==> config.mk <==
export PLATFORM = sky130hd
export DESIGN_NAME = cmpd_clock_power
export DESIGN_NICKNAME = d
export VERILOG_FILES = /design/src/design/cmpd_pkg.sv /design/src/design/cmpd_clock_power.sv
export SDC_FILE = /design/constraint.sdc
export NUM_CORES = 1
export LEC_CHECK = 0
export BUFFER_PORTS_ARGS = -buffer_cell sky130_fd_sc_hd__buf_2
export CAP_MARGIN = 20
export CORE_ASPECT_RATIO = 0.6
export CORE_MARGIN = 3
export CORE_UTILIZATION = 49
export CTS_CLUSTER_SIZE = 20
export DETAILED_ROUTE_END_ITERATION = 6
export GPL_TIMING_DRIVEN = 0
export PLACE_DENSITY = 0.76
export SETUP_SLACK_MARGIN = 0.2
export SKIP_LAST_GASP = 1
export SYNTH_ARGS = -nofsm -noshare
export SYNTH_HDL_FRONTEND = slang
export SYNTH_SLANG_ARGS = --single-unit
==> constraint.sdc <==
create_clock -name sys_clk_i -period 1.85 [get_ports sys_clk_i]
set_input_delay 0.0925 -clock sys_clk_i [delete_from_list [all_inputs] [get_ports sys_clk_i]]
set_output_delay 0.0925 -clock sys_clk_i [all_outputs]
set_load 0.02 [all_outputs]
==> src/design/cmpd_pkg.sv <==
// Package of constants, types and register map for the clock mode and power down block.
package cmpd_pkg;

    // System clock rate and the nominal internal RC rate.
    localparam int SYS_CLK_KHZ = 200000;
    localparam int SYS_CLK_PERIOD_NS = 5;
    localparam int RC_NOMINAL_KHZ = 4000;
    // System cycles per internal RC period, rounded down so the rate is never slow.
    localparam int RC_TICK_CYCLES = (SYS_CLK_KHZ / RC_NOMINAL_KHZ < 1) ? 1 : SYS_CLK_KHZ / RC_NOMINAL_KHZ;
    // Least time the core reset is held after a wakeup, rounded up to whole cycles.
    localparam int WAKE_HOLD_NS = 100;
    localparam int WAKE_HOLD_CYCLES = (WAKE_HOLD_NS + SYS_CLK_PERIOD_NS - 1) / SYS_CLK_PERIOD_NS;

    // Register byte offsets on the Avalon-MM slave.
    localparam logic [4:0] OFF_CONFIG = 5'h00;
    localparam logic [4:0] OFF_EXT_CONFIG = 5'h04;
    localparam logic [4:0] OFF_STATUS = 5'h08;
    localparam logic [4:0] OFF_WAKE_EDGE = 5'h0C;
    localparam logic [4:0] OFF_WAKE_ENABLE_N = 5'h10;
    localparam logic [4:0] OFF_IRQ_STATUS = 5'h14;
    localparam logic [4:0] OFF_IRQ_MASK = 5'h18;

    // Oscillator modes held in the configuration word.
    typedef enum logic [3:0] {
        OSC_INT_RC = 4'h0,
        OSC_EXT_RC = 4'h1,
        OSC_LOW_POWER_XTAL_A = 4'h2,
        OSC_LOW_POWER_XTAL_B = 4'h3,
        OSC_NORMAL_XTAL_A = 4'h4,
        OSC_NORMAL_XTAL_B = 4'h5,
        OSC_HIGH_SPEED_XTAL_A = 4'h6,
        OSC_HIGH_SPEED_XTAL_B = 4'h7,
        OSC_HIGH_SPEED_XTAL_C = 4'h8
    } cmpd_osc_mode_e;

    // The 12-bit clock configuration word.
    typedef struct packed {
        logic [3:0] reserved;
        logic wdt_enable;
        logic turbo;
        logic [1:0] rc_divide_select;
        cmpd_osc_mode_e osc_mode;
    } cmpd_config_s;

    // Status register layout.
    typedef struct packed {
        logic sleeping;
        logic watchdog_timeout_flag;
        logic power_down_flag;
    } cmpd_status_s;

    // Power state, Gray coded along run, sleep, wake.
    typedef enum logic [1:0] {
        PWR_RUN = 2'b00,
        PWR_SLEEP = 2'b01,
        PWR_WAKE = 2'b11
    } cmpd_pwr_e;

    // Interrupt status bit positions.
    localparam int IRQ_WIDTH = 3;
    localparam int IRQ_SLEEP_BIT = 0;
    localparam int IRQ_WAKE_BIT = 1;
    localparam int IRQ_PIN_BIT = 2;

    // Reset values and reset vectors.
    localparam logic [11:0] CONFIG_RESET = 12'h000;
    localparam logic [7:0] WAKE_ENABLE_N_RESET = 8'hFF;
    localparam logic [7:0] WAKE_EDGE_RESET = 8'h00;
    localparam logic [11:0] RESET_VECTOR_SMALL = 12'h7FF;
    localparam logic [11:0] RESET_VECTOR_LARGE = 12'hFFF;

    // Internal RC division ratio per divide code; 128 gives 31.25 kHz from 4 MHz.
    function automatic logic [7:0] rc_divide_ratio(input logic [1:0] sel);
        unique case (sel)
            2'b00: rc_divide_ratio = 8'h01;
            2'b01: rc_divide_ratio = 8'h04;
            2'b10: rc_divide_ratio = 8'h10;
            2'b11: rc_divide_ratio = 8'h80;
        endcase
    endfunction

endpackage

==> src/design/cmpd_clock_power.sv <==
// Clock source selection, instruction rate and power down control with an Avalon-MM register slave.
// What this block does
// - Compatible mode: one instruction per four clocks.
// - Turbo mode: one instruction per clock.
// - Clock mode from 12-bit word, programming only.
// - Internal RC source runs nominally at 4 MHz.
// - Two-bit field divides internal RC, down to 31.25kHz.
// - External RC mode clocks from primary pin.
// - Seven crystal modes: two low, two normal, three fast.
// - External clock drives primary pin in crystal modes.
// - Power down stops clocks; watchdog keeps own oscillator.
// - Leaving power down resets, fetch at top address.
// - Large variant only: extended bit keeps clock running in power down.
// - Sleep halts execution until a wakeup event.
// - Sleep with watchdog sets timeout, clears power-down.
// - Wake on watchdog, pin edge, clear, brown-out.
// - Any wakeup sets timeout and power-down flags.
// - Edge select one means falling, zero rising.
module cmpd_clock_power #(
    parameter bit LARGE_VARIANT = 1'b0, // Larger memory part with the sleep clock option.
    parameter int WAKE_PINS = 8 // Number of wake-capable port pins.
) (
    input wire logic sys_clk_i, // System clock, 200 MHz.
    input wire logic rst_i, // Synchronous reset, active high.
    input wire logic [4:0] avs_address_i, // Avalon byte address.
    input wire logic avs_read_i, // Avalon read request.
    input wire logic avs_write_i, // Avalon write request.
    input wire logic [31:0] avs_writedata_i, // Avalon write data.
    input wire logic [3:0] avs_byteenable_i, // Avalon byte enables.
    output logic [31:0] avs_readdata_o, // Avalon read data.
    output logic avs_waitrequest_o, // Avalon wait request.
    input wire logic prog_mode_i, // Programming mode pin, high while programming.
    input wire logic primary_clock_pin_i, // Primary clock input pin.
    output logic secondary_clock_pin_o, // Secondary clock pin drive.
    output logic secondary_clock_pin_oe_n_o, // Secondary pin enable, low drives.
    input wire logic sleep_i, // Sleep instruction executed, one-cycle pulse.
    input wire logic wdt_overflow_i, // Watchdog overflow from its own oscillator.
    input wire logic [WAKE_PINS-1:0] port_wake_i, // Wake-capable port pins.
    input wire logic master_clear_n_i, // Master clear pin, active low.
    input wire logic brown_out_i, // Brown-out detector, active high.
    output logic core_clk_en_o, // One-cycle pulse per operating clock.
    output logic instr_en_o, // One-cycle pulse per instruction.
    output logic core_reset_o, // Core reset, active high.
    output logic [11:0] reset_vector_o, // Fetch address after reset.
    output logic watchdog_timeout_flag_o, // Watchdog timeout flag.
    output logic power_down_flag_o, // Power-down flag.
    output logic irq_o // Level interrupt.
);

    localparam int SYNC_W = WAKE_PINS + 5;
    localparam int RC_GAP = cmpd_pkg::RC_TICK_CYCLES;
    localparam int HOLD = cmpd_pkg::WAKE_HOLD_CYCLES;
    localparam logic [7:0] RC_CNT_LAST = 8'(cmpd_pkg::RC_TICK_CYCLES - 1);
    localparam logic [7:0] HOLD_LAST = 8'(cmpd_pkg::WAKE_HOLD_CYCLES - 1);

    cmpd_pkg::cmpd_config_s cfg_reg;
    logic [WAKE_PINS-1:0] wake_edge_select_reg, wake_enable_n_reg;
    logic [cmpd_pkg::IRQ_WIDTH-1:0] irq_status_reg, irq_mask_reg;
    cmpd_pkg::cmpd_pwr_e pwr_reg;
    logic [7:0] hold_cnt_reg, rc_cnt_reg, rc_div_cnt_reg;
    logic [1:0] phase_reg;
    logic [SYNC_W-1:0] sync1_reg, sync2_reg, sync3_reg;
    logic [31:0] rdata_reg;
    logic [11:0] reset_vector_reg;
    logic sleep_clock_disable_n_reg, to_reg, pd_reg, waitreq_reg, core_clk_en_reg;
    logic instr_en_reg, core_reset_reg, irq_reg, sec_pin_reg, sec_oe_n_reg;

    // Synchronised views of the asynchronous inputs, then the decoded control terms.
    logic prog_s, pclk_s, pclk_d, wdt_s, wdt_d, master_clear_n_n_s, bor_s;
    logic [WAKE_PINS-1:0] pin_s, pin_d, pin_hit;
    logic bus_req, bus_go, rc_tick, int_tick, src_tick;
    logic keep_clk, run_clock, is_xtal, wake_any, sleep_go;
    logic [cmpd_pkg::IRQ_WIDTH-1:0] irq_event;
    logic [31:0] wmask;

    assign {prog_s, pclk_s, wdt_s, master_clear_n_n_s, bor_s, pin_s} = sync2_reg;
    assign {pclk_d, wdt_d, pin_d} = {sync3_reg[SYNC_W-2], sync3_reg[SYNC_W-3], sync3_reg[WAKE_PINS-1:0]};

    // Two-flop synchronisers; a third stage only serves the edge detectors.
    always_ff @(posedge sys_clk_i) begin
        if (rst_i) begin
            sync1_reg <= '0;
            sync2_reg <= '0;
            sync3_reg <= '0;
        end else begin
            sync1_reg <= {prog_mode_i, primary_clock_pin_i, wdt_overflow_i, master_clear_n_i, brown_out_i,
                          port_wake_i};
            sync2_reg <= sync1_reg;
            sync3_reg <= sync2_reg;
        end
    end

    // Per-pin wake detection against the selected edge.
    generate
        for (genvar i = 0; i < WAKE_PINS; i++) begin : g_pin
            assign pin_hit[i] = !wake_enable_n_reg[i] &&
                                (wake_edge_select_reg[i] ? (pin_d[i] && !pin_s[i]) : (!pin_d[i] && pin_s[i]));
        end
    endgenerate

    // Wake sources; a watchdog overflow counts only when the watchdog is enabled.
    assign wake_any = (cfg_reg.wdt_enable && wdt_s && !wdt_d) || (|pin_hit) || !master_clear_n_n_s || bor_s;
    assign sleep_go = (pwr_reg == cmpd_pkg::PWR_RUN) && sleep_i;

    // Internal RC period from the system clock, then the programmable divider.
    assign rc_tick = (rc_cnt_reg == RC_CNT_LAST);
    assign int_tick = rc_tick && (rc_div_cnt_reg == cmpd_pkg::rc_divide_ratio(cfg_reg.rc_divide_select) - 8'h01);

    always_ff @(posedge sys_clk_i) begin
        if (rst_i) begin
            rc_cnt_reg <= '0;
            rc_div_cnt_reg <= '0;
        end else begin
            rc_cnt_reg <= rc_tick ? 8'h00 : rc_cnt_reg + 8'h01;
            if (int_tick) begin
                rc_div_cnt_reg <= '0;
            end else if (rc_tick) begin
                rc_div_cnt_reg <= rc_div_cnt_reg + 8'h01;
            end
        end
    end

    // Every mode other than internal RC takes its clock from the primary pin.
    // The pin is sampled, so it must stay well below half the system clock.
    assign is_xtal = (cfg_reg.osc_mode >= cmpd_pkg::OSC_LOW_POWER_XTAL_A) &&
                     (cfg_reg.osc_mode <= cmpd_pkg::OSC_HIGH_SPEED_XTAL_C);
    assign src_tick = (cfg_reg.osc_mode == cmpd_pkg::OSC_INT_RC) ? int_tick : (pclk_s && !pclk_d);

    // The sleep clock option exists only on the larger variant; its bit is active low.
    assign keep_clk = LARGE_VARIANT && sleep_clock_disable_n_reg;
    assign run_clock = (pwr_reg != cmpd_pkg::PWR_SLEEP) || keep_clk;

    // Operating clock and instruction enables; execution only advances while running.
    always_ff @(posedge sys_clk_i) begin
        if (rst_i) begin
            phase_reg <= '0;
            core_clk_en_reg <= 1'b0;
            instr_en_reg <= 1'b0;
        end else begin
            core_clk_en_reg <= src_tick && run_clock;
            if (pwr_reg != cmpd_pkg::PWR_RUN) begin
                phase_reg <= '0;
                instr_en_reg <= 1'b0;
            end else if (src_tick) begin
                phase_reg <= phase_reg + 2'b01;
                instr_en_reg <= cfg_reg.turbo || (phase_reg == 2'b11);
            end else begin
                instr_en_reg <= 1'b0;
            end
        end
    end

    // Crystal modes drive the inverted primary level on the secondary pin; other modes leave it open.
    always_ff @(posedge sys_clk_i) begin
        if (rst_i) begin
            sec_pin_reg <= 1'b0;
            sec_oe_n_reg <= 1'b1;
        end else begin
            sec_pin_reg <= is_xtal && !pclk_s;
            sec_oe_n_reg <= !is_xtal;
        end
    end

    // Power state: sleep on the instruction, wake to a held core reset, then run.
    always_ff @(posedge sys_clk_i) begin
        if (rst_i) begin
            pwr_reg <= cmpd_pkg::PWR_RUN;
            hold_cnt_reg <= '0;
            core_reset_reg <= 1'b1;
        end else begin
            unique case (pwr_reg)
                cmpd_pkg::PWR_RUN: begin
                    core_reset_reg <= 1'b0;
                    if (sleep_i) begin
                        pwr_reg <= cmpd_pkg::PWR_SLEEP;
                    end
                end
                cmpd_pkg::PWR_SLEEP: begin
                    hold_cnt_reg <= '0;
                    if (wake_any) begin
                        pwr_reg <= cmpd_pkg::PWR_WAKE;
                        core_reset_reg <= 1'b1;
                    end
                end
                cmpd_pkg::PWR_WAKE: begin
                    hold_cnt_reg <= hold_cnt_reg + 8'h01;
                    if (hold_cnt_reg == HOLD_LAST) begin
                        pwr_reg <= cmpd_pkg::PWR_RUN;
                        core_reset_reg <= 1'b0;
                    end
                end
                default: begin
                    pwr_reg <= cmpd_pkg::PWR_RUN;
                end
            endcase
        end
    end

    // Timeout and power-down flags; power-up reset sets both.
    always_ff @(posedge sys_clk_i) begin
        if (rst_i) begin
            to_reg <= 1'b1;
            pd_reg <= 1'b1;
        end else if (pwr_reg == cmpd_pkg::PWR_SLEEP && wake_any) begin
            to_reg <= 1'b1;
            pd_reg <= 1'b1;
        end else if (sleep_go && cfg_reg.wdt_enable) begin
            to_reg <= 1'b1;
            pd_reg <= 1'b0;
        end
    end

    // The reset vector depends only on the memory size of the variant.
    always_ff @(posedge sys_clk_i) begin
        if (rst_i) begin
            reset_vector_reg <= LARGE_VARIANT ? cmpd_pkg::RESET_VECTOR_LARGE : cmpd_pkg::RESET_VECTOR_SMALL;
        end
    end

    // Bus handshake: one wait cycle, then the access completes while waitrequest is low.
    assign bus_req = avs_read_i || avs_write_i;
    assign bus_go = bus_req && !waitreq_reg;
    generate
        for (genvar b = 0; b < 4; b++) begin : g_be
            assign wmask[b*8 +: 8] = {8{avs_byteenable_i[b]}};
        end
    endgenerate

    always_ff @(posedge sys_clk_i) begin
        if (rst_i) begin
            waitreq_reg <= 1'b1;
            rdata_reg <= '0;
        end else begin
            waitreq_reg <= !(bus_req && waitreq_reg);
            if (avs_read_i && waitreq_reg) begin
                unique case (avs_address_i)
                    cmpd_pkg::OFF_CONFIG: rdata_reg <= 32'(cfg_reg);
                    cmpd_pkg::OFF_EXT_CONFIG: rdata_reg <= 32'(sleep_clock_disable_n_reg);
                    cmpd_pkg::OFF_STATUS: rdata_reg <= 32'(cmpd_pkg::cmpd_status_s'{pwr_reg != cmpd_pkg::PWR_RUN,
                                                                                    to_reg, pd_reg});
                    cmpd_pkg::OFF_WAKE_EDGE: rdata_reg <= 32'(wake_edge_select_reg);
                    cmpd_pkg::OFF_WAKE_ENABLE_N: rdata_reg <= 32'(wake_enable_n_reg);
                    cmpd_pkg::OFF_IRQ_STATUS: rdata_reg <= 32'(irq_status_reg);
                    cmpd_pkg::OFF_IRQ_MASK: rdata_reg <= 32'(irq_mask_reg);
                    default: rdata_reg <= '0;
                endcase
            end
        end
    end

    // Clock configuration is locked unless the programming pin is high.
    always_ff @(posedge sys_clk_i) begin
        if (rst_i) begin
            cfg_reg <= cmpd_pkg::cmpd_config_s'(cmpd_pkg::CONFIG_RESET);
            sleep_clock_disable_n_reg <= 1'b1;
        end else if (bus_go && avs_write_i && prog_s) begin
            if (avs_address_i == cmpd_pkg::OFF_CONFIG) begin
                cfg_reg <= cmpd_pkg::cmpd_config_s'((avs_writedata_i[11:0] & wmask[11:0]) |
                                                   (12'(cfg_reg) & ~wmask[11:0]));
            end
            if (avs_address_i == cmpd_pkg::OFF_EXT_CONFIG && avs_byteenable_i[0]) begin
                sleep_clock_disable_n_reg <= avs_writedata_i[0];
            end
        end
    end

    // Run-time registers: wake pin setup and interrupt mask.
    always_ff @(posedge sys_clk_i) begin
        if (rst_i) begin
            wake_edge_select_reg <= cmpd_pkg::WAKE_EDGE_RESET[WAKE_PINS-1:0];
            wake_enable_n_reg <= cmpd_pkg::WAKE_ENABLE_N_RESET[WAKE_PINS-1:0];
            irq_mask_reg <= '0;
        end else if (bus_go && avs_write_i) begin
            if (avs_address_i == cmpd_pkg::OFF_WAKE_EDGE && avs_byteenable_i[0]) begin
                wake_edge_select_reg <= avs_writedata_i[WAKE_PINS-1:0];
            end
            if (avs_address_i == cmpd_pkg::OFF_WAKE_ENABLE_N && avs_byteenable_i[0]) begin
                wake_enable_n_reg <= avs_writedata_i[WAKE_PINS-1:0];
            end
            if (avs_address_i == cmpd_pkg::OFF_IRQ_MASK && avs_byteenable_i[0]) begin
                irq_mask_reg <= avs_writedata_i[cmpd_pkg::IRQ_WIDTH-1:0];
            end
        end
    end

    // Sticky interrupt status, write one to clear; a new event beats a clear in the same cycle.
    assign irq_event[cmpd_pkg::IRQ_SLEEP_BIT] = sleep_go;
    assign irq_event[cmpd_pkg::IRQ_WAKE_BIT] = (pwr_reg == cmpd_pkg::PWR_SLEEP) && wake_any;
    assign irq_event[cmpd_pkg::IRQ_PIN_BIT] = |pin_hit;

    always_ff @(posedge sys_clk_i) begin
        if (rst_i) begin
            irq_status_reg <= '0;
            irq_reg <= 1'b0;
        end else begin
            if (bus_go && avs_write_i && avs_address_i == cmpd_pkg::OFF_IRQ_STATUS && avs_byteenable_i[0]) begin
                irq_status_reg <= (irq_status_reg & ~avs_writedata_i[cmpd_pkg::IRQ_WIDTH-1:0]) | irq_event;
            end else begin
                irq_status_reg <= irq_status_reg | irq_event;
            end
            // Registered, so the interrupt follows the status by one cycle.
            irq_reg <= |(irq_status_reg & irq_mask_reg);
        end
    end

    assign avs_readdata_o = rdata_reg;
    assign avs_waitrequest_o = waitreq_reg;
    assign secondary_clock_pin_o = sec_pin_reg;
    assign secondary_clock_pin_oe_n_o = sec_oe_n_reg;
    assign core_clk_en_o = core_clk_en_reg;
    assign instr_en_o = instr_en_reg;
    assign core_reset_o = core_reset_reg;
    assign reset_vector_o = reset_vector_reg;
    assign watchdog_timeout_flag_o = to_reg;
    assign power_down_flag_o = pd_reg;
    assign irq_o = irq_reg;
endmodule

Word-level counts from Yosys, hierarchy flattened --
Index checks and enable logic that the tools add are counted. Widths: inputs -> output; s select.
Operators by class: $add $sub $neg 5, magnitude comparators 2, equality and inequality tests 19, mux-type cells 20, bitwise operators 10, reductions and logical operators 102
Operators by type and width (count):
- $pmux 12 s7 | 1
- $logic_and 1x1->1 | 45
- $pmux 8 s4 | 1
- $logic_not 1->1 | 31
- $add 8x1->8 const B | 3
- $and 12x12->12 | 2
- $pmux 8 s2 | 1
- $eq 5x5->1 const B | 3
- $not 12->12 | 1
- $or 12x12->12 | 1
- $mux 1 | 11
- $eq 5x4->1 const B | 2
- $reduce_and 2->1 | 5
- $eq 2x2->1 const B | 4
- $eq 8x5->1 const B | 1
- $eq 8x6->1 const B | 1
- $eq 8x8->1 | 1
- $reduce_or 2->1 | 4
- $reduce_or 8->1 | 1
- $sub 8x1->8 const B | 1
- $and 3x3->3 | 2
- $mux 2 | 3
- $ne 2x2->1 const B | 3
- $or 3x3->3 | 2
- other kinds (19) | 28
Word-level totals: register bits 141, bits of input ports 59, output and inout port bits 53, word-level logic and storage cells 185

Longest topological paths before layout --
depth in word-level cells 11, mapped depth 7, mapped depth without buffers 7

Worst setup path after synthesis --
OpenSTA, ideal clock, no wires.
kind register to register, start reg (tool-made name), end reg phase_reg[0], library setup time 0.116 ns, arrival time 1.885 ns, data required time 1.734 ns, path slack -0.151 ns, cell stages (with the launch flop) 8, buffers on the path 0, clock period less this slack 2.001 ns, path through dfxtp_1 or2_2 ha_1 xnor2_1 a2111oi_2 and4_1 o21ai_0 and3b_1
RTL lines:
- to (signal assigned) | RTL line cmpd_clock_power.sv:145 | phase_reg <= phase_reg + 2'b01;
- to (decl) | RTL line cmpd_clock_power.sv:61 | logic [1:0] phase_reg;

==> metrics.log <==
INFO  metric grtUsageMet3 = 0.0789
INFO  metric fin_tns_setup = -0.258 ns
INFO  metric yosys.area.top_type_share = 0.479
INFO  metric yosysTopAreaCell = sky130_fd_sc_hd__dfxtp_1
INFO  metric dpl.hpwl = 8920 um
INFO  metric hold-path-cell-count = 3
INFO  metric syn_avg_cell_area = approximately 9.2 um^2
INFO  metric power_report.internal_total = ~5.2 mW
INFO  metric cp_slowest_cell = sky130_fd_sc_hd__dfxtp_4
INFO  metric layoutNonFillerInstCount = 823
INFO  metric syn-instance-count = 542
INFO  metric hp-start = avs_writedata_i[0]
INFO  metric cp_data_required_time = around 2.2 ns
INFO  metric setup.worst_path.end_class = flip-flop
INFO  metric clock_skew = 0.00899 ns
INFO  metric timing.critical_path.slowest_cell_delay = 0.36 ns
INFO  metric grt_usage = 0.232
INFO  metric postRouteWirelength = 12,900 um
INFO  metric hold-path-endpoint = wake_enable_n_reg[0]
INFO  metric critPathMaxFanout = 6
INFO  metric cts.sink_count = between 100 and 150
INFO  metric clock_insertion_delay_worst_skew = 0.43 ns
INFO  metric post_synth_instance_area = 0.00498 mm^2
INFO  metric cts.clk_slew.worst_paths = approximately 0.050 ns
INFO  metric portion_of_total_power_attributed_to_sequential_cells = 0.401
INFO  metric failed_checks = negative hold slack, negative setup slack
INFO  metric clockRootBuffer = sky130_fd_sc_hd__clkbuf_16
INFO  metric synthToLayoutAreaGrowth = 33.2%
INFO  metric routed-via-count = 4,273
INFO  metric first_global_vias = 3,962
INFO  metric layout-drive-gt1-share = 0.250
INFO  metric synth_edf_count = 0
INFO  metric yosys_register_bits = 119
INFO  metric final-setup-viol-count = 4
INFO  metric multi_input_comb_area = about 0.0025 mm^2
INFO  metric number_of_synthesis_warnings = 0
INFO  metric nFillCells = 718
INFO  metric holdWs = -0.00656 ns
INFO  metric nets = between 700 and 800
INFO  metric cts_htree_levels = 4
INFO  metric gp_congestion = 0.947
INFO  metric post-route-period-util = 1.05
INFO  metric worst_ir_drop_vdd = 744 uV
INFO  metric route.antenna.remaining_nets = 0
INFO  metric synth.yosys.seq_area_share = 0.479
INFO  metric async_flop_share = 0
INFO  metric number_of_input_and_output_port_buffers_inserted = 55
INFO  metric clock_power_share = 0.534
INFO  metric worst_slew_pin_slew = 0.980 ns
INFO  metric synthFlopType = sky130_fd_sc_hd__dfxtp_1
INFO  metric clock_path_buffers = 2
INFO  metric ys_types = 53
INFO  metric critical_path.reg2reg.endpoint = phase_reg[1]
INFO  metric detail_route.drc_violations = 0
INFO  metric grt_busiest_layer = met2
INFO  metric status = finished with violations
INFO  metric p_per_area = 997 mW/mm^2
INFO  metric cts_tree = yes
INFO  metric floorplan.initialDensity = 0.522
INFO  metric use_met2 = 0.336
INFO  metric hp-class = in -> reg
INFO  metric synth_most_common_cell = sky130_fd_sc_hd__dfxtp_1
INFO  metric power.share.switching = 0.216
INFO  metric first_pass_iteration_count_of_the_detailed_router = 6
INFO  metric number_of_buffers_added_by_the_clock_tree_synthesis_step = 17
INFO  metric reg2regPathDepth = 7
INFO  metric std_cell_rows = 27
INFO  metric worst-setup-path-type = reg -> reg
INFO  metric p_switching = approximately 1.4 mW
INFO  metric grt_remaining_overflow = 0
INFO  metric fmaxAchievable = 513 MHz
INFO  metric antenna_cells_inserted = 0
INFO  metric reg2reg_slack = -0.1 ns
INFO  metric grt_antenna_before_repair = 0
INFO  metric power.share.combinational = 0.065
INFO  metric floorplan.die_area = 0.0114 mm^2
INFO  metric timing.slew.headroom = 0.338
INFO  metric synthTopCellsByArea = sky130_fd_sc_hd__dfxtp_1 48%, sky130_fd_sc_hd__nor2_1 5.5%, sky130_fd_sc_hd__mux2i_1 5.2%, sky130_fd_sc_hd__buf_4 5.0%, sky130_fd_sc_hd__nor2b_1 4.9%
INFO  metric die_y = 84.1 um
INFO  metric worst-endpoint-arrival = 2.26 ns
INFO  metric start_kind = flip-flop
INFO  metric global_route.usage.met1 = 0.317
INFO  metric numPlacedInstances = 758
INFO  metric p_leak = 2.81 nW
INFO  metric io_pins = 112
INFO  metric setup_repair_after_global_routing_missed_its_margin = true
INFO  metric finalWorstPathRequiredPeriod = 1.95 ns
INFO  metric slew_violations = 0
INFO  metric grt_pass1_wl = between 20,000 and 25,000 um
INFO  metric maxCapViolations = 0
INFO  metric post_synth_most_frequent_cells = 119 x sky130_fd_sc_hd__dfxtp_1, 73 x sky130_fd_sc_hd__nor2_1, 50 x sky130_fd_sc_hd__nand2_1
INFO  metric setup_ws = -0.0999 ns
INFO  metric detail_routed_via_count_per_cell = 5.19
INFO  metric die_w = 136 um
INFO  metric path_cells = or2_4, ha_4, xor2_2, a2111oi_4, and4_4, nor2_2, mux2i_1
INFO  metric detail_route.wl_per_cell = 15.6 um
INFO  metric core_area = 0.00953 mm^2
INFO  metric detail_route.iter0.violations = 372
INFO  metric area.sequential = 0.00240 mm^2
INFO  metric grt_start_max_net_pins = 17
INFO  metric finalHoldViolCount = 1
[through the flow]
step	worst slack, ns	instance area (um^2)	total power, mW	util
after floorplan	0.0289	5120	2.96	-
after detailed placement	-0.275	5550	3.08	0.583
after global placement	-0.206	5550	3.07	0.583
after global routing	-0.121	6630	6.79	0.696
after CTS	-0.0618	6580	6.62	0.691
final	-0.0999	6630	6.61	0.696
[per-layer routing]
layer	share of wire	vias to the layer above	wire [um]
li1	-	2075	-
met1	0.46	1962	5890
met2	0.42	211	5460
met3	0.10	25	1300
met4	0.018	0	234
met5	0	-	0
[power groups by stage]
stage | clock (mW) | combinational [mW] | sequential, mW
floorplan | 0 | 0.259 | 2.70
detailed placement | 0 | 0.372 | 2.71
CTS | 3.55 | 0.420 | 2.65
global route | 3.67 | 0.469 | 2.66
finish | 3.53 | 0.431 | 2.65
global placement | 0 | 0.365 | 2.70
[what timing repair did]
item | in CTS | in global routing
resized for setup | 23 | 26
hold buffers | 27 | 0
gates cloned | 0 | 0
buffers inserted | 6 | 0
pin swaps | 8 | 3
hold endpoints to repair | 36 | 0
endpoints found under the setup margin | 51 | 50
[worst max path at each step]
| stage | to | slack (ns) | cells past startpoint |
|---|---|---|---|
| 3_3_place_gp | instr_en_o | -0.21 | 5 |
| 3_5_place_dp | phase_reg[1] | -0.27 | 5 |
| 6_report | phase_reg[1] | -0.1 | 7 |
| 2_1_floorplan | phase_reg[0] | 0.03 | 5 |
| 5_1_grt | phase_reg[0] | -0.12 | 7 |
| 4_1_cts | phase_reg[0] | -0.06 | 5 |
[final cells by class]
type | instances | area share
clock buffers | 23 | 0.0736
repair buffers | 88 | 0.0891
inverters | 4 | 0.00226
multi-input cells | 393 | 0.370
plain buffers | 57 | 0.0555
well taps | 130 | 0.0245
flip-flops and latches | 119 | 0.363
clock inverters | 9 | 0.0219
[worst max-delay path, delay by kind of cell, from the launching register on]
| kind | cells | cell delay (ns) |
|---|---|---|
| muxes | 1 | 0.14 |
| and+or+nand+nor | 3 | 0.66 |
| AOI/OAI and AO/OA | 1 | 0.34 |
| DFF | 1 | 0.36 |
| adders and majority gates | 1 | 0.16 |
| xor gates and xnor gates | 1 | 0.16 |
[placed cells by master, fill, tap and decap left out, drive strengths merged, types with 4 or more instances in the layout]
master / count
a21oi: 20
dlygate4sd3: 27
inv: 4
clkbuf: 41
a222oi: 6
bufinv: 4
and3b: 10
and3: 7
nor3: 4
nor2: 73
ha: 6
and2: 5
clkinv: 5
mux2i: 26
nor2b: 39
a22oi: 4
conb: 33
dfxtp: 119
o22ai: 4
buf: 100
nand3: 25
nand4: 5
nand2: 50
xnor2: 7
a2bb2oi: 5
xor2: 13
o21ai: 6
[cell families after synthesis]
group,share of synthesized area
buffers and inverters,0.0716
other,0.00151
and+or+nand+nor,0.243
xor gates and xnor gates,0.0352
muxes,0.0591
AOI/OAI and AO/OA,0.0958
DFF,0.479
adders and majority gates,0.0151
No activity file was read; power rests on OpenSTA's default activity.
